File: src/inc/afe_cfg.svh
// register offsets, field positions, reset values for the front-end decoder
`ifndef AFE_CFG_SVH
`define AFE_CFG_SVH
`define AFE_OFF_STAGE_EN   12'h000
`define AFE_OFF_GAIN_OFS2  12'h004
`define AFE_OFF_GAIN3      12'h008
`define AFE_OFF_OFS3       12'h00C
`define AFE_OFF_INSEL      12'h010
`define AFE_OFF_STATUS     12'h014
`define AFE_RST_STAGE_EN   4'h1
`define AFE_MODE_BIT       4
`define AFE_SWAP_BIT       3
`define AFE_INSEL_LSB      1
`define AFE_REFSEL_BIT     0
`define AFE_OFS2_MAX       3'h5
`endif

File: src/inc/afe_pkg.sv
// types shared by the front-end decoder files
package afe_pkg;
    typedef logic [7:0] afe_chan_t;   // one-hot analog input select
    typedef logic [3:0] afe_ref_t;    // reference pin pair select, two pins closed at once
endpackage : afe_pkg

File: src/rtl/afe_mux_dec.sv
// combinational input and reference multiplexer decode
`timescale 1ns/1ps
`default_nettype none
module afe_mux_dec
    import afe_pkg::*;
(
    input  wire logic [4:0] input_select,     // mode, swap, channel
    input  wire logic       reference_select, // reference pair select
    output afe_pkg::afe_chan_t pos_sel,        // positive side one-hot
    output afe_pkg::afe_chan_t neg_sel,        // negative side one-hot
    output afe_pkg::afe_ref_t  ref_sel         // {3,2,1,0} pins
);
    wire logic       mode   = input_select[4];
    wire logic       swap   = input_select[3];
    wire logic [2:0] chan   = input_select[2:0];
    wire logic [2:0] dp_idx = {input_select[1:0], 1'b1};
    wire logic [2:0] dn_idx = {input_select[1:0], 1'b0};
    wire logic [2:0] p_idx  = mode ? chan : dp_idx;
    wire logic [2:0] n_idx  = mode ? 3'h0 : dn_idx;
    wire afe_chan_t  p_oh   = afe_chan_t'(8'h01 << p_idx);
    wire afe_chan_t  n_oh   = afe_chan_t'(8'h01 << n_idx);
    assign pos_sel = swap ? n_oh : p_oh;
    assign neg_sel = swap ? p_oh : n_oh;
    assign ref_sel = reference_select ? 4'hC : 4'h3;
endmodule : afe_mux_dec
`default_nettype wire

File: src/rtl/afe_frontend.sv
// apb register file and registered switch controls for the analog front end
//
// Summary of operation
// - mode 0 connects odd input 2n+1 against even 2n, n from bits 1:0.
// - mode 1 connects the chosen input against input 0.
// - the swap bit exchanges positive and negative connections.
// - the input selection word lives in bits 5:1 of its register.
// - bit 0 picks reference pins 1/0 or 3/2.
// - enable bits drive the modulator and amplifier stages one to three.
// - three amplifier stages, offsets only on stages two and three.
// - stage one gain code selects gain 1 or 10.
// - stage two gain codes select gains 1, 2, 5 and 10.
// - stage two offset is sign-magnitude, magnitude 0 to 5 in 0.2 steps.
// - stage three gain is the seven-bit code over twelve.
// - stage three offset is sign-magnitude twelfths; minus zero is zero.
// - a disabled amplifier stage is bypassed, not blocked.
// - all controls are read/write and reset enables only the modulator.
`timescale 1ns/1ps
`default_nettype none
`include "afe_cfg.svh"
module afe_frontend
(
    input  wire logic        pclk,           // system clock
    input  wire logic        presetn,        // async reset, active low
    input  wire logic        psel,           // apb select
    input  wire logic        penable,        // apb enable
    input  wire logic        pwrite,         // apb direction
    input  wire logic [11:0] paddr,          // apb byte address
    input  wire logic [31:0] pwdata,         // apb write data
    output logic      [31:0] prdata,         // apb read data
    output logic             pready,         // apb ready
    output logic             pslverr,        // apb error
    output afe_pkg::afe_chan_t pos_sel,      // positive input switches
    output afe_pkg::afe_chan_t neg_sel,      // negative input switches
    output afe_pkg::afe_ref_t  ref_sel,      // reference pin switches
    output logic             mod_en,         // modulator enable
    output logic       [3:1] stage_en,       // amplifier stage active
    output logic       [3:1] stage_bypass,   // amplifier stage bypassed
    output logic             stage1_gain,    // stage one gain code
    output logic       [1:0] stage2_gain,    // stage two gain code
    output logic             stage2_ofs_neg, // stage two offset sign
    output logic       [2:0] stage2_ofs_mag, // stage two offset magnitude
    output logic       [6:0] stage3_gain,    // stage three gain code
    output logic             stage3_ofs_neg, // stage three offset sign
    output logic       [5:0] stage3_ofs_mag  // stage three offset magnitude
);
    import afe_pkg::*;

    // ************************************************************
    // register file
    // ************************************************************
    logic [3:0] enable_word;
    logic [1:0] stage2_gain_r;
    logic [3:0] stage2_offset;
    logic       stage1_gain_r;
    logic [6:0] stage3_gain_r;
    logic [6:0] stage3_offset;
    logic [4:0] input_select;
    logic       reference_select;
    logic       apply;

    wire logic acc      = psel & penable;
    wire logic wr       = acc & pwrite;
    wire logic hit_en   = paddr == `AFE_OFF_STAGE_EN;
    wire logic hit_g2   = paddr == `AFE_OFF_GAIN_OFS2;
    wire logic hit_g3   = paddr == `AFE_OFF_GAIN3;
    wire logic hit_o3   = paddr == `AFE_OFF_OFS3;
    wire logic hit_in   = paddr == `AFE_OFF_INSEL;
    wire logic hit_st   = paddr == `AFE_OFF_STATUS;
    wire logic mapped   = hit_en | hit_g2 | hit_g3 | hit_o3 | hit_in | hit_st;
    wire logic [7:0] insel_byte =
        {2'h0, input_select, reference_select};

    // zero wait states: every access ends in its first access cycle
    assign pready  = 1'b1;
    assign pslverr = acc & ~mapped;

    always_ff @(posedge pclk or negedge presetn)
    begin
        if (!presetn)
        begin
            enable_word      <= `AFE_RST_STAGE_EN;
            stage2_gain_r    <= 2'h0;
            stage2_offset    <= 4'h0;
            stage1_gain_r    <= 1'b0;
            stage3_gain_r    <= 7'h00;
            stage3_offset    <= 7'h00;
            input_select     <= 5'h00;
            reference_select <= 1'b0;
        end
        else if (wr)
        begin
            if (hit_en)
                enable_word <= pwdata[3:0];
            if (hit_g2)
            begin
                stage2_gain_r <= pwdata[5:4];
                stage2_offset <= pwdata[3:0];
            end
            if (hit_g3)
            begin
                stage1_gain_r <= pwdata[7];
                stage3_gain_r <= pwdata[6:0];
            end
            if (hit_o3)
                stage3_offset <= pwdata[6:0];
            if (hit_in)
            begin
                input_select     <= pwdata[5:1];
                reference_select <= pwdata[0];
            end
        end
    end

    // apply pulses the cycle after a completed write to a mapped address
    always_ff @(posedge pclk or negedge presetn)
    begin
        if (!presetn)
            apply <= 1'b0;
        else
            apply <= wr & mapped;
    end

    // read mux; status shows the applied stage enables, modulator enable and positive switches
    always_comb
    begin
        prdata = 32'h0000_0000;
        if (hit_en)
            prdata = {28'h0, enable_word};
        else if (hit_g2)
            prdata = {26'h0, stage2_gain_r, stage2_offset};
        else if (hit_g3)
            prdata = {24'h0, stage1_gain_r, stage3_gain_r};
        else if (hit_o3)
            prdata = {25'h0, stage3_offset};
        else if (hit_in)
            prdata = {24'h0, insel_byte};
        else if (hit_st)
            prdata = {20'h0, stage_en, mod_en, pos_sel};
    end

    // ************************************************************
    // decode
    // ************************************************************
    afe_chan_t  pos_next;
    afe_chan_t  neg_next;
    afe_ref_t   ref_next;

    afe_mux_dec u_mux
    (
        .input_select     (input_select),
        .reference_select (reference_select),
        .pos_sel          (pos_next),
        .neg_sel          (neg_next),
        .ref_sel          (ref_next)
    );

    // magnitudes 6 and 7 have no capacitor set; force zero
    wire logic       ofs2_ok   = stage2_offset[2:0] <= `AFE_OFS2_MAX;
    wire logic [2:0] next_mag2 =
        ofs2_ok ? stage2_offset[2:0] : 3'h0;
    // minus zero drives as plus zero, as on stage three
    wire logic       next_neg2 = ofs2_ok & stage2_offset[3]
        & (stage2_offset[2:0] != 3'h0);
    // minus zero drives as plus zero so the sign switch stays idle
    wire logic       next_neg3 =
        stage3_offset[6] & (stage3_offset[5:0] != 6'h00);

    // ************************************************************
    // registered analog controls
    // ************************************************************
    always_ff @(posedge pclk or negedge presetn)
    begin
        if (!presetn)
        begin
            // reset pattern is the decode of the reset selection word
            pos_sel        <= 8'h02;
            neg_sel        <= 8'h01;
            ref_sel        <= 4'h3;
            mod_en         <= 1'b1;
            stage_en       <= 3'h0;
            stage_bypass   <= 3'h7;
            stage1_gain    <= 1'b0;
            stage2_gain    <= 2'h0;
            stage2_ofs_neg <= 1'b0;
            stage2_ofs_mag <= 3'h0;
            stage3_gain    <= 7'h00;
            stage3_ofs_neg <= 1'b0;
            stage3_ofs_mag <= 6'h00;
        end
        else if (apply)
        begin
            pos_sel        <= pos_next;
            neg_sel        <= neg_next;
            ref_sel        <= ref_next;
            mod_en         <= enable_word[0];
            stage_en       <= enable_word[3:1];
            stage_bypass   <= ~enable_word[3:1];
            stage1_gain    <= stage1_gain_r;
            stage2_gain    <= stage2_gain_r;
            stage2_ofs_neg <= next_neg2;
            stage2_ofs_mag <= next_mag2;
            stage3_gain    <= stage3_gain_r;
            stage3_ofs_neg <= next_neg3;
            stage3_ofs_mag <= stage3_offset[5:0];
        end
    end

    // ************************************************************
    // checks
    // ************************************************************
    reset_mod_a : assert property (
        @(posedge pclk)
        $rose(presetn) |-> mod_en && stage_en == 3'h0)
        else $error("reset state wrong");
    rst_regs_a : assert property (
        @(posedge pclk)
        $rose(presetn) |-> enable_word == `AFE_RST_STAGE_EN
            && input_select == 5'h00 && stage3_offset == 7'h00)
        else $error("register reset wrong");
    onehot_sel_a : assert property (
        @(posedge pclk) disable iff (!presetn)
        $onehot(pos_sel) && $onehot(neg_sel))
        else $error("mux select not one-hot");
    diff_pair_a : assert property (
        @(posedge pclk) disable iff (!presetn)
        apply && !input_select[4] && !input_select[3]
        |=> pos_sel[{$past(input_select[1:0]), 1'b1}]
            && neg_sel[{$past(input_select[1:0]), 1'b0}])
        else $error("differential pair wrong");
    common_ref_a : assert property (
        @(posedge pclk) disable iff (!presetn)
        apply && input_select[4] && !input_select[3]
        |=> neg_sel == 8'h01)
        else $error("common reference not on input 0");
    common_sig_a : assert property (
        @(posedge pclk) disable iff (!presetn)
        apply && input_select[4] && !input_select[3]
        |=> pos_sel[$past(input_select[2:0])])
        else $error("common mode signal input wrong");
    swap_pair_a : assert property (
        @(posedge pclk) disable iff (!presetn)
        apply && !input_select[4] && input_select[3]
        |=> neg_sel[{$past(input_select[1:0]), 1'b1}])
        else $error("swap not applied");
    swap_common_a : assert property (
        @(posedge pclk) disable iff (!presetn)
        apply && input_select[4] && input_select[3]
        |=> pos_sel == 8'h01
            && neg_sel[$past(input_select[2:0])])
        else $error("common mode swap not applied");
    ref_pair_a : assert property (
        @(posedge pclk) disable iff (!presetn)
        apply |=> ref_sel == ($past(reference_select) ? 4'hC : 4'h3))
        else $error("reference pair wrong");
    bypass_inv_a : assert property (
        @(posedge pclk) disable iff (!presetn)
        stage_bypass == ~stage_en)
        else $error("bypass not inverse of enable");
    gain_follow_a : assert property (
        @(posedge pclk) disable iff (!presetn)
        apply |=> stage1_gain == $past(stage1_gain_r)
            && stage2_gain == $past(stage2_gain_r)
            && stage3_gain == $past(stage3_gain_r))
        else $error("gain code not applied");
    ofs2_legal_a : assert property (
        @(posedge pclk) disable iff (!presetn)
        stage2_ofs_mag <= 3'h5 && !(stage2_ofs_neg && stage2_ofs_mag == 3'h0))
        else $error("illegal stage two offset");
    ofs2_follow_a : assert property (
        @(posedge pclk) disable iff (!presetn)
        apply && stage2_offset[2:0] <= `AFE_OFS2_MAX
        |=> stage2_ofs_mag == $past(stage2_offset[2:0]))
        else $error("stage two offset not applied");
    ofs2_clip_a : assert property (
        @(posedge pclk) disable iff (!presetn)
        apply && stage2_offset[2:0] > `AFE_OFS2_MAX
        |=> stage2_ofs_mag == 3'h0 && !stage2_ofs_neg)
        else $error("undefined offset magnitude driven");
    ofs3_zero_a : assert property (
        @(posedge pclk) disable iff (!presetn)
        stage3_ofs_mag == 6'h00 |-> !stage3_ofs_neg)
        else $error("minus zero on stage three");
    ofs3_follow_a : assert property (
        @(posedge pclk) disable iff (!presetn)
        apply |=> stage3_ofs_mag == $past(stage3_offset[5:0]))
        else $error("stage three offset not applied");
    hold_out_a : assert property (
        @(posedge pclk) disable iff (!presetn)
        !apply |=> $stable(pos_sel) && $stable(stage3_gain))
        else $error("control changed without write");
    apply_src_a : assert property (
        @(posedge pclk) disable iff (!presetn)
        apply |-> $past(psel && penable && pwrite))
        else $error("controls applied without a write");
    unmapped_a : assert property (
        @(posedge pclk) disable iff (!presetn)
        psel && penable && pwrite && !mapped |=> !apply)
        else $error("unmapped write applied controls");
    en_follow_a : assert property (
        @(posedge pclk) disable iff (!presetn)
        apply |=> mod_en == $past(enable_word[0])
            && stage_en == $past(enable_word[3:1]))
        else $error("enable not applied");
endmodule : afe_frontend
`default_nettype wire

File: config.mk
export PLATFORM = sky130hd
export DESIGN_NAME = afe_frontend
export DESIGN_NICKNAME = d
export VERILOG_FILES = /design/src/inc/afe_pkg.sv /design/src/rtl/afe_mux_dec.sv /design/src/rtl/afe_frontend.sv
export VERILOG_INCLUDE_DIRS = /design/src /design/src/inc
export SDC_FILE = /design/constraint.sdc
export NUM_CORES = 1
export LEC_CHECK = 0
export ABC_AREA = 1
export ABC_CLOCK_PERIOD_IN_PS = 3000
export BUFFER_PORTS_ARGS = -buffer_cell sky130_fd_sc_hd__buf_2
export CAP_MARGIN = 25
export CORE_ASPECT_RATIO = 0.5
export CORE_MARGIN = 2
export CORE_UTILIZATION = 50
export DETAILED_ROUTE_END_ITERATION = 10
export MAX_ROUTING_LAYER = met4
export PLACE_DENSITY = 0.79
export RECOVER_POWER = 100
export SLEW_MARGIN = 20
export SYNTH_ARGS = -nofsm -noshare
export SYNTH_HDL_FRONTEND = slang
export SYNTH_SLANG_ARGS = --single-unit
File: constraint.sdc
create_clock -name pclk -period 3 [get_ports pclk]
set_input_delay 0.3 -clock pclk [delete_from_list [all_inputs] [get_ports pclk]]
set_output_delay 0.3 -clock pclk [all_outputs]
set_load 0.05 [all_outputs]
==> impl_metrics.xml, run 1 <==
<?xml version="1.0" encoding="UTF-8"?>
<metrics>
  <group name="hold_path">
    <metric name="timing.hold.worst.class" unit="">in2reg</metric>
    <metric name="whs_path_depth" unit="">3</metric>
  </group>
  <group name="logic_synthesis">
    <metric name="synth_flop_cell" unit="">dfrtp_1</metric>
    <metric name="postSynthAreaPerCell" unit="sq um">8.59</metric>
    <metric name="synth.cell_area" unit="sq mm">0.00406</metric>
    <metric name="synth-edff-count" unit="">0</metric>
    <metric name="yosysMostFrequentCell" unit="">nand2_1</metric>
    <metric name="synth.top_cells.by_area" unit="">dfrtp_1 (43%), nand2_1 (12%), o21ai_2 (5.6%)</metric>
    <metric name="synth.yosys.seq_area_share" unit="%">48.3</metric>
    <metric name="asyncSetResetFlopFracSynth" unit="%">100</metric>
    <metric name="yosys_register_bits" unit="">78</metric>
    <metric name="syn_inst" unit="">473</metric>
    <metric name="biggest_area_consumer_among_synthesized_cells" unit="">dfrtp_1</metric>
    <metric name="synthDominantCellAreaShare" unit="%">43.1</metric>
    <metric name="synth.cells.most_frequent" unit="">nand2_1 (130), dfrtp_1 (70), inv_1 (41)</metric>
    <metric name="synthDistinctLibCells" unit="">37</metric>
    <metric name="ys.warnings.count" unit="">0</metric>
  </group>
  <group name="run">
    <metric name="drv.max_cap_violation_count" unit="">1</metric>
  </group>
  <group name="critical_path">
    <metric name="path_class" unit="">in2out</metric>
    <metric name="worstSetupPathDepth" unit="">9</metric>
    <metric name="timing.critical_path.cells" unit="">clkbuf_1 &gt; nor2_4 &gt; nand2_2 &gt; clkinvlp_2 &gt; nand2_1 &gt; o21ai_1 &gt; inv_1 &gt; a21oi_1 &gt; clkbuf_1</metric>
    <metric name="critPathSlowestCell" unit="">clkbuf_1</metric>
    <metric name="crit_start" unit="">paddr[1]</metric>
    <metric name="timing.critical_path.arrival" unit="ns">2.16</metric>
    <metric name="register_to_register_path_depth" unit="">3</metric>
    <metric name="endpoint_kind" unit="">primary output</metric>
    <metric name="setup.reg_to_reg.worst_slack" unit="ns">0.74</metric>
    <metric name="worstPathBufferInverterCount" unit="">4</metric>
    <metric name="top_family_by_delay_on_critical_path" unit="">buffers and inverters</metric>
    <metric name="start_kind" unit="">primary input</metric>
    <metric name="worstPathRequired" unit="ns">2.70</metric>
    <metric name="worstPathMaxFanout" unit="">12</metric>
    <metric name="r2r_start" unit="">apply</metric>
    <metric name="critPathCapture" unit="">prdata[4]</metric>
    <metric name="crit-reg2reg-capture" unit="">stage1_gain</metric>
    <metric name="timing.critical_path.mode_cell" unit="">clkbuf_1</metric>
    <metric name="cp_slowest_stage_delay" unit="ns">0.49</metric>
  </group>
  <group name="power_and_ir_drop">
    <metric name="ir_drop" unit="V">0.000308</metric>
    <metric name="seqPwrFrac" unit="%">41.2</metric>
    <metric name="p_sw_share" unit="%">22.2</metric>
    <metric name="power_density" unit="mW/mm^2">551</metric>
    <metric name="power_switching" unit="uW">571</metric>
    <metric name="power_frac_comb" unit="%">5.9</metric>
    <metric name="p_leak" unit="nW">2.19</metric>
    <metric name="power_frac_clock" unit="%">53.0</metric>
    <metric name="p_int" unit="mW">2.00</metric>
  </group>
  <group name="clock_tree">
    <metric name="postCtsSetupRepairBufs" unit="">0</metric>
    <metric name="ctsHtreeMaxLevel" unit="">3</metric>
    <metric name="cts_made_buffers" unit="">9</metric>
    <metric name="worst_skew_pair.late_latency" unit="ns">0.34</metric>
    <metric name="cts_root_buffer" unit="">clkbuf_16</metric>
    <metric name="cts.reportedPaths.clkPinSlew" unit="ns">0.06</metric>
    <metric name="clock_tree_from_tritoncts" unit="">yes</metric>
    <metric name="clkSinkCount" unit="">78</metric>
    <metric name="post_cts_resized" unit="">0</metric>
    <metric name="ctsLongestPathBuffers" unit="">2</metric>
  </group>
  <group name="routing">
    <metric name="final_antenna_net_count" unit="">0</metric>
    <metric name="drt-vias-per-instance" unit="">5.24</metric>
    <metric name="drtIter0Drc" unit="">303</metric>
    <metric name="remaining_design_rule_violation_count" unit="">0</metric>
    <metric name="post_drt_wl_per_cell" unit="um">15.8</metric>
    <metric name="num_vias" unit="">3504</metric>
    <metric name="postRouteWirelength" unit="mm">10.6</metric>
    <metric name="drt-pass1-iter-count" unit="">5</metric>
  </group>
  <group name="sta">
    <metric name="slew_violations" unit="">27</metric>
    <metric name="finalSetupViolCount" unit="">0</metric>
    <metric name="timing.final.hold_violations" unit="">0</metric>
    <metric name="crit_share_post_route" unit="%">82.0</metric>
    <metric name="relSlewSlack" unit="%">-6.21</metric>
    <metric name="grt_setup_unrepaired" unit="">no</metric>
    <metric name="timing.final.ws_setup" unit="ns">0.541</metric>
    <metric name="final.setup.tns" unit="ns">0</metric>
    <metric name="final.min_clock_period" unit="ns">2.46</metric>
    <metric name="tightestPinTransition" unit="ns">1.59</metric>
    <metric name="timing.fmax" unit="GHz">0.407</metric>
    <metric name="fin_skew" unit="ns">0.00783</metric>
  </group>
  <group name="run_status">
    <metric name="outcome" unit="">finished with violations</metric>
    <metric name="violations_in_the_final_reports" unit="">max-capacitance violations, max-slew violations</metric>
  </group>
  <group name="die">
    <metric name="core_area" unit="sq mm">0.00794</metric>
    <metric name="ios" unit="">131</metric>
    <metric name="placement_rows" unit="">23</metric>
    <metric name="die-height" unit="um">67.7</metric>
    <metric name="die_width" unit="um">131</metric>
    <metric name="design.die.area" unit="sq mm">0.00890</metric>
    <metric name="initial_utilization" unit="%">51.1</metric>
  </group>
  <group name="grt">
    <metric name="track_usage" unit="%">24.9</metric>
    <metric name="global_route_wire_length_before_repair" unit="mm">16.1</metric>
    <metric name="grt_start_max_net_pins" unit="">79</metric>
    <metric name="globalRoute.totalOverflow" unit="">0</metric>
    <metric name="grt_antenna_before_repair" unit="">0</metric>
    <metric name="grt_pass1_vias" unit="">3043</metric>
  </group>
  <group name="place">
    <metric name="pre_cts_ws" unit="ns">0.887</metric>
    <metric name="place_hpwl" unit="mm">7.30</metric>
    <metric name="port_buffers" unit="">85</metric>
    <metric name="routabilityCongestion" unit="">0.922</metric>
  </group>
  <group name="layout">
    <metric name="nets" unit="">601</metric>
    <metric name="antenna-diode-count" unit="">0</metric>
    <metric name="p_r_area_growth_vs_syn" unit="%">14.8</metric>
    <metric name="drive_gt1_share" unit="%">16.3</metric>
  </group>
</metrics>
-- state kept, by name, indices dropped and copies added, names as in the netlist, 3 cells and up --
register / cells
neg_sel: 8
pos_sel: 8
stage3_gain: 7
stage3_gain_r: 7
stage3_offset: 7
stage3_ofs_mag: 6
input_select: 5
enable_word: 4
stage2_offset: 4
stage2_ofs_mag: 3
stage_bypass: 3
stage_en: 3
-- cell families after synthesis --
logic type | synth area share [%]
and+or+nand+nor | 25.2
buffers and inverters | 11.6
AOI/OAI and AO/OA | 14.7
DFF | 48.3
other | 0.185
-- area by class of cell --
type	count	area, sq um
multi-input combinational	325	1610
fill	764	3280
tap	112	140
clock inverter	6	133
sequential	78	1960
timing repair buffer	89	393
inverter	49	188
clock buffer	10	239
-- how the worst min path moves through the flow --
| stage | start | endpoint | slack [ns] |
|---|---|---|---|
| CTS | presetn | stage3_gain[6] | 0.16 |
| detailed placement | stage3_gain[3] | stage3_gain[3] | 0.46 |
| global placement | stage3_gain[6] | stage3_gain[6] | 0.45 |
| finish | pwdata[7] | stage1_gain_r | 0.24 |
| floorplan | presetn | apply | 0.004 |
| global route | pwdata[7] | stage1_gain_r | 0.27 |
-- per-layer routing --
metal	vias up	part of all wire [%]	GRT usage [%]	wire [um]
li1	1655	-	-	-
met5	-	0	-	0
met3	10	7.1	6.01	750
met4	0	0.96	7.07	102
met1	1681	48	34.9	5110
met2	158	44	36.1	4610
-- power by group through the flow --
stage / combinational [mW] / sequential, mW / clock, mW
after floorplan: 0.120 / 1.08 / 0
after global placement: 0.150 / 1.08 / 0
after detailed placement: 0.152 / 1.08 / 0
after CTS: 0.152 / 1.06 / 1.37
after global routing: 0.161 / 1.06 / 1.42
final: 0.150 / 1.06 / 1.36
-- through the flow --
| stage | instances | instance area, sq um | hold slack (ns) | util, % | power, mW |
|---|---|---|---|---|---|
| final | 669 | 4660 | 0.237 | 58.7 | 2.57 |
| after CTS | 667 | 4800 | 0.155 | 60.5 | 2.58 |
| after floorplan | 492 | 4130 | 0.00441 | - | 1.20 |
| after global placement | 651 | 4430 | 0.451 | 55.8 | 1.23 |
| after detailed placement | 651 | 4430 | 0.459 | 55.8 | 1.23 |
| after global routing | 669 | 4660 | 0.271 | 58.7 | 2.63 |
-- placed cells by master (no fill, tap or decap), types with 16 or more instances in the layout --
master and instances:
dfrtp_1 70, nand2_1 139, nand3_1 21, nor2_1 23, o21ai_2 16, o21ai_0 40, inv_1 44, buf_2 23
conb_1 21, clkbuf_1 64
-- tightest hold or removal path: stages --
cell	delay, ns
buf_2	0.09
nand3_1	0.07
nand2_1	0.07
-- what timing repair did --
action | in CTS | in global routing
endpoints found under the setup margin | 0 | 0
hold buffers | 0 | 1
hold endpoints to repair | 0 | 24
Power figures use the tool's default switching activity.
==> run 2: changes to the inputs <==
Settings changed: ABC_CLOCK_PERIOD_IN_PS 3000 to 2300.
Clock period 3 ns to 2.3 ns, I/O delays scaled along.
==> run 2 against run 1 <==
The run now ends clean. Setup slack lost 0.32 ns. Non-clock buffer count is 1 higher. Sequential share of layout area grew 0.19 points. Via count fell by 2.3%. Clock skew increased by 0.0023 ns. Clock power increased by 15%. Highest routed layer unchanged.
==> impl_metrics.xml, run 2 (synthesis results as in run 1) <==
<?xml version="1.0" encoding="UTF-8"?>
<metrics>
  <group name="routing">
    <metric name="remaining_design_rule_violation_count" unit="">0</metric>
    <metric name="drtIter0Drc" unit="">372</metric>
    <metric name="num_vias" unit="">3424</metric>
    <metric name="post_drt_wl_per_cell" unit="um">15.1</metric>
    <metric name="drt-pass1-iter-count" unit="">5</metric>
    <metric name="postRouteWirelength" unit="mm">10.1</metric>
    <metric name="final_antenna_net_count" unit="">0</metric>
    <metric name="drt-vias-per-instance" unit="">5.11</metric>
  </group>
  <group name="clock_tree">
    <metric name="clkSinkCount" unit="">78</metric>
    <metric name="cts_root_buffer" unit="">clkbuf_16</metric>
    <metric name="cts.reportedPaths.clkPinSlew" unit="ns">0.06</metric>
    <metric name="ctsHtreeMaxLevel" unit="">3</metric>
    <metric name="post_cts_resized" unit="">0</metric>
    <metric name="ctsLongestPathBuffers" unit="">2</metric>
    <metric name="worst_skew_pair.late_latency" unit="ns">0.34</metric>
    <metric name="cts_made_buffers" unit="">9</metric>
    <metric name="clock_tree_from_tritoncts" unit="">yes</metric>
  </group>
  <group name="power_and_ir_drop">
    <metric name="p_int" unit="mW">2.39</metric>
    <metric name="power_frac_clock" unit="%">49.8</metric>
    <metric name="ir_drop" unit="V">0.000358</metric>
    <metric name="p_sw_share" unit="%">23.6</metric>
    <metric name="power_switching" unit="uW">740</metric>
    <metric name="power_frac_comb" unit="%">6.2</metric>
    <metric name="seqPwrFrac" unit="%">44.0</metric>
    <metric name="power_density" unit="mW/mm^2">675</metric>
    <metric name="p_leak" unit="nW">2.22</metric>
  </group>
  <group name="run">
    <metric name="drv.max_cap_violation_count" unit="">0</metric>
  </group>
  <group name="run_status">
    <metric name="outcome" unit="">completed</metric>
  </group>
  <group name="place">
    <metric name="pre_cts_ws" unit="ns">0.385</metric>
    <metric name="place_hpwl" unit="mm">7.31</metric>
    <metric name="port_buffers" unit="">85</metric>
    <metric name="routabilityCongestion" unit="">0.974</metric>
  </group>
  <group name="sta">
    <metric name="timing.final.hold_violations" unit="">0</metric>
    <metric name="timing.final.ws_setup" unit="ns">0.218</metric>
    <metric name="final.min_clock_period" unit="ns">2.08</metric>
    <metric name="fin_skew" unit="ns">0.0101</metric>
    <metric name="tightestPinTransition" unit="ns">1.02</metric>
    <metric name="finalSetupViolCount" unit="">0</metric>
    <metric name="timing.fmax" unit="GHz">0.480</metric>
    <metric name="crit_share_post_route" unit="%">90.5</metric>
    <metric name="slew_violations" unit="">0</metric>
    <metric name="final.setup.tns" unit="ns">0</metric>
    <metric name="grt_setup_unrepaired" unit="">no</metric>
    <metric name="relSlewSlack" unit="%">32.3</metric>
  </group>
  <group name="layout">
    <metric name="p_r_area_growth_vs_syn" unit="%">14.3</metric>
    <metric name="final_core_util" unit="%">58.4</metric>
    <metric name="most_common_cell_after_layout_fill_and_taps_aside" unit="">nand2_1</metric>
    <metric name="drive_gt1_share" unit="%">18.3</metric>
    <metric name="largest_registers" unit="">neg_sel x8, pos_sel x8</metric>
    <metric name="antenna-diode-count" unit="">0</metric>
    <metric name="most-common-layout-cells" unit="">nand2_1 (138), dfrtp_1 (70), clkbuf_1 (55), inv_1 (44), o21ai_0 (42)</metric>
    <metric name="nets" unit="">602</metric>
  </group>
  <group name="critical_path">
    <metric name="endpoint_kind" unit="">primary output</metric>
    <metric name="top_family_by_delay_on_critical_path" unit="">buffers and inverters</metric>
    <metric name="timing.critical_path.arrival" unit="ns">1.85</metric>
    <metric name="timing.critical_path.cells" unit="">buf_2 &gt; nor2_4 &gt; nand2_1 &gt; inv_4 &gt; nand2_2 &gt; o22ai_1 &gt; clkbuf_1</metric>
    <metric name="worstPathBufferInverterCount" unit="">3</metric>
    <metric name="worstPathMaxFanout" unit="">12</metric>
    <metric name="start_kind" unit="">primary input</metric>
    <metric name="critPathSlowestCell" unit="">clkbuf_1</metric>
    <metric name="path_class" unit="">in2out</metric>
    <metric name="worstPathRequired" unit="ns">2.07</metric>
    <metric name="cp_slowest_stage_delay" unit="ns">0.51</metric>
  </group>
  <group name="grt">
    <metric name="grt_pass1_vias" unit="">3116</metric>
    <metric name="grt_start_max_net_pins" unit="">41</metric>
    <metric name="track_usage" unit="%">24.5</metric>
    <metric name="grt_antenna_before_repair" unit="">0</metric>
    <metric name="globalRoute.totalOverflow" unit="">0</metric>
    <metric name="global_route_wire_length_before_repair" unit="mm">16.1</metric>
  </group>
  <group name="die">
    <metric name="design.die.area" unit="sq mm">0.00890</metric>
    <metric name="core_area" unit="sq mm">0.00794</metric>
    <metric name="die-height" unit="um">67.7</metric>
    <metric name="initial_utilization" unit="%">51.1</metric>
    <metric name="placement_rows" unit="">23</metric>
    <metric name="ios" unit="">131</metric>
    <metric name="die_width" unit="um">131</metric>
  </group>
  <group name="hold_path">
    <metric name="timing.hold.worst.class" unit="">in2reg</metric>
  </group>
</metrics>
run 2: worst register-to-register path, delay by kind of cell, from the launching register on:
family / cells / cell delay, ns
and+or+nand+nor: 1 / 0.38
buffers and inverters: 2 / 0.70
AOI/OAI and AO/OA: 1 / 0.20
DFF: 1 / 0.48
run 2: area by class of cell:
class,count,area (sq um)
Tap cell,112,140
Timing Repair Buffer,90,404
Multi-Input combinational cell,325,1610
Clock inverter,6,93.8
Clock buffer,10,239
Sequential cell,78,1960
Inverter,49,189
Fill cell,754,3300
run 2: power groups by stage:
stage | Clock [mW] | Combinational, mW | Sequential [mW]
2_1_floorplan | 0 | 0.156 | 1.41
3_3_place_gp | 0 | 0.201 | 1.40
3_5_place_dp | 0 | 0.202 | 1.40
4_1_cts | 1.58 | 0.204 | 1.38
5_1_grt | 1.64 | 0.211 | 1.38
6_report | 1.56 | 0.196 | 1.38
run 2: timing repair:
item                                   CTS  global route
endpoints found under the hold margin   37             0
setup endpoints to repair                0             0
buffers inserted                         0             0
hold buffers                             1             0
run 2: metal layers:
metal / track usage [%] / vias to the layer above / routed length [um]
met4: 8.29 / 0 / 184
li1: - / 1649 / -
met2: 35.0 / 142 / 4310
met3: 5.63 / 19 / 821
met5: - / - / 0
met1: 34.6 / 1614 / 4830
run 2: worst paths after layout:
path	start	endpoint	slack [ns]	cells after the start
setup / recovery	paddr[1]	prdata[7]	0.22	7
hold / removal	pwdata[6]	stage3_gain_r[6]	0.17	3
setup reg to reg	apply	neg_sel[6]	0.38	4
hold reg to reg	stage2_gain[1]	stage2_gain[1]	0.47	2
max in group asynchronous	presetn	mod_en	0.89	3
min in group asynchronous	presetn	stage3_gain[6]	0.60	2
run 2: metrics by stage:
step                      area (sq um)  power, mW  hold WS [ns]  instances
after floorplan                   4130       1.57       -0.0656        492
after global placement            4460       1.60         0.238        653
after detailed placement          4460       1.61         0.247        653
after CTS                         4800       3.16         0.181        670
after global routing              4640       3.23         0.177        670
final                             4640       3.13         0.173        670
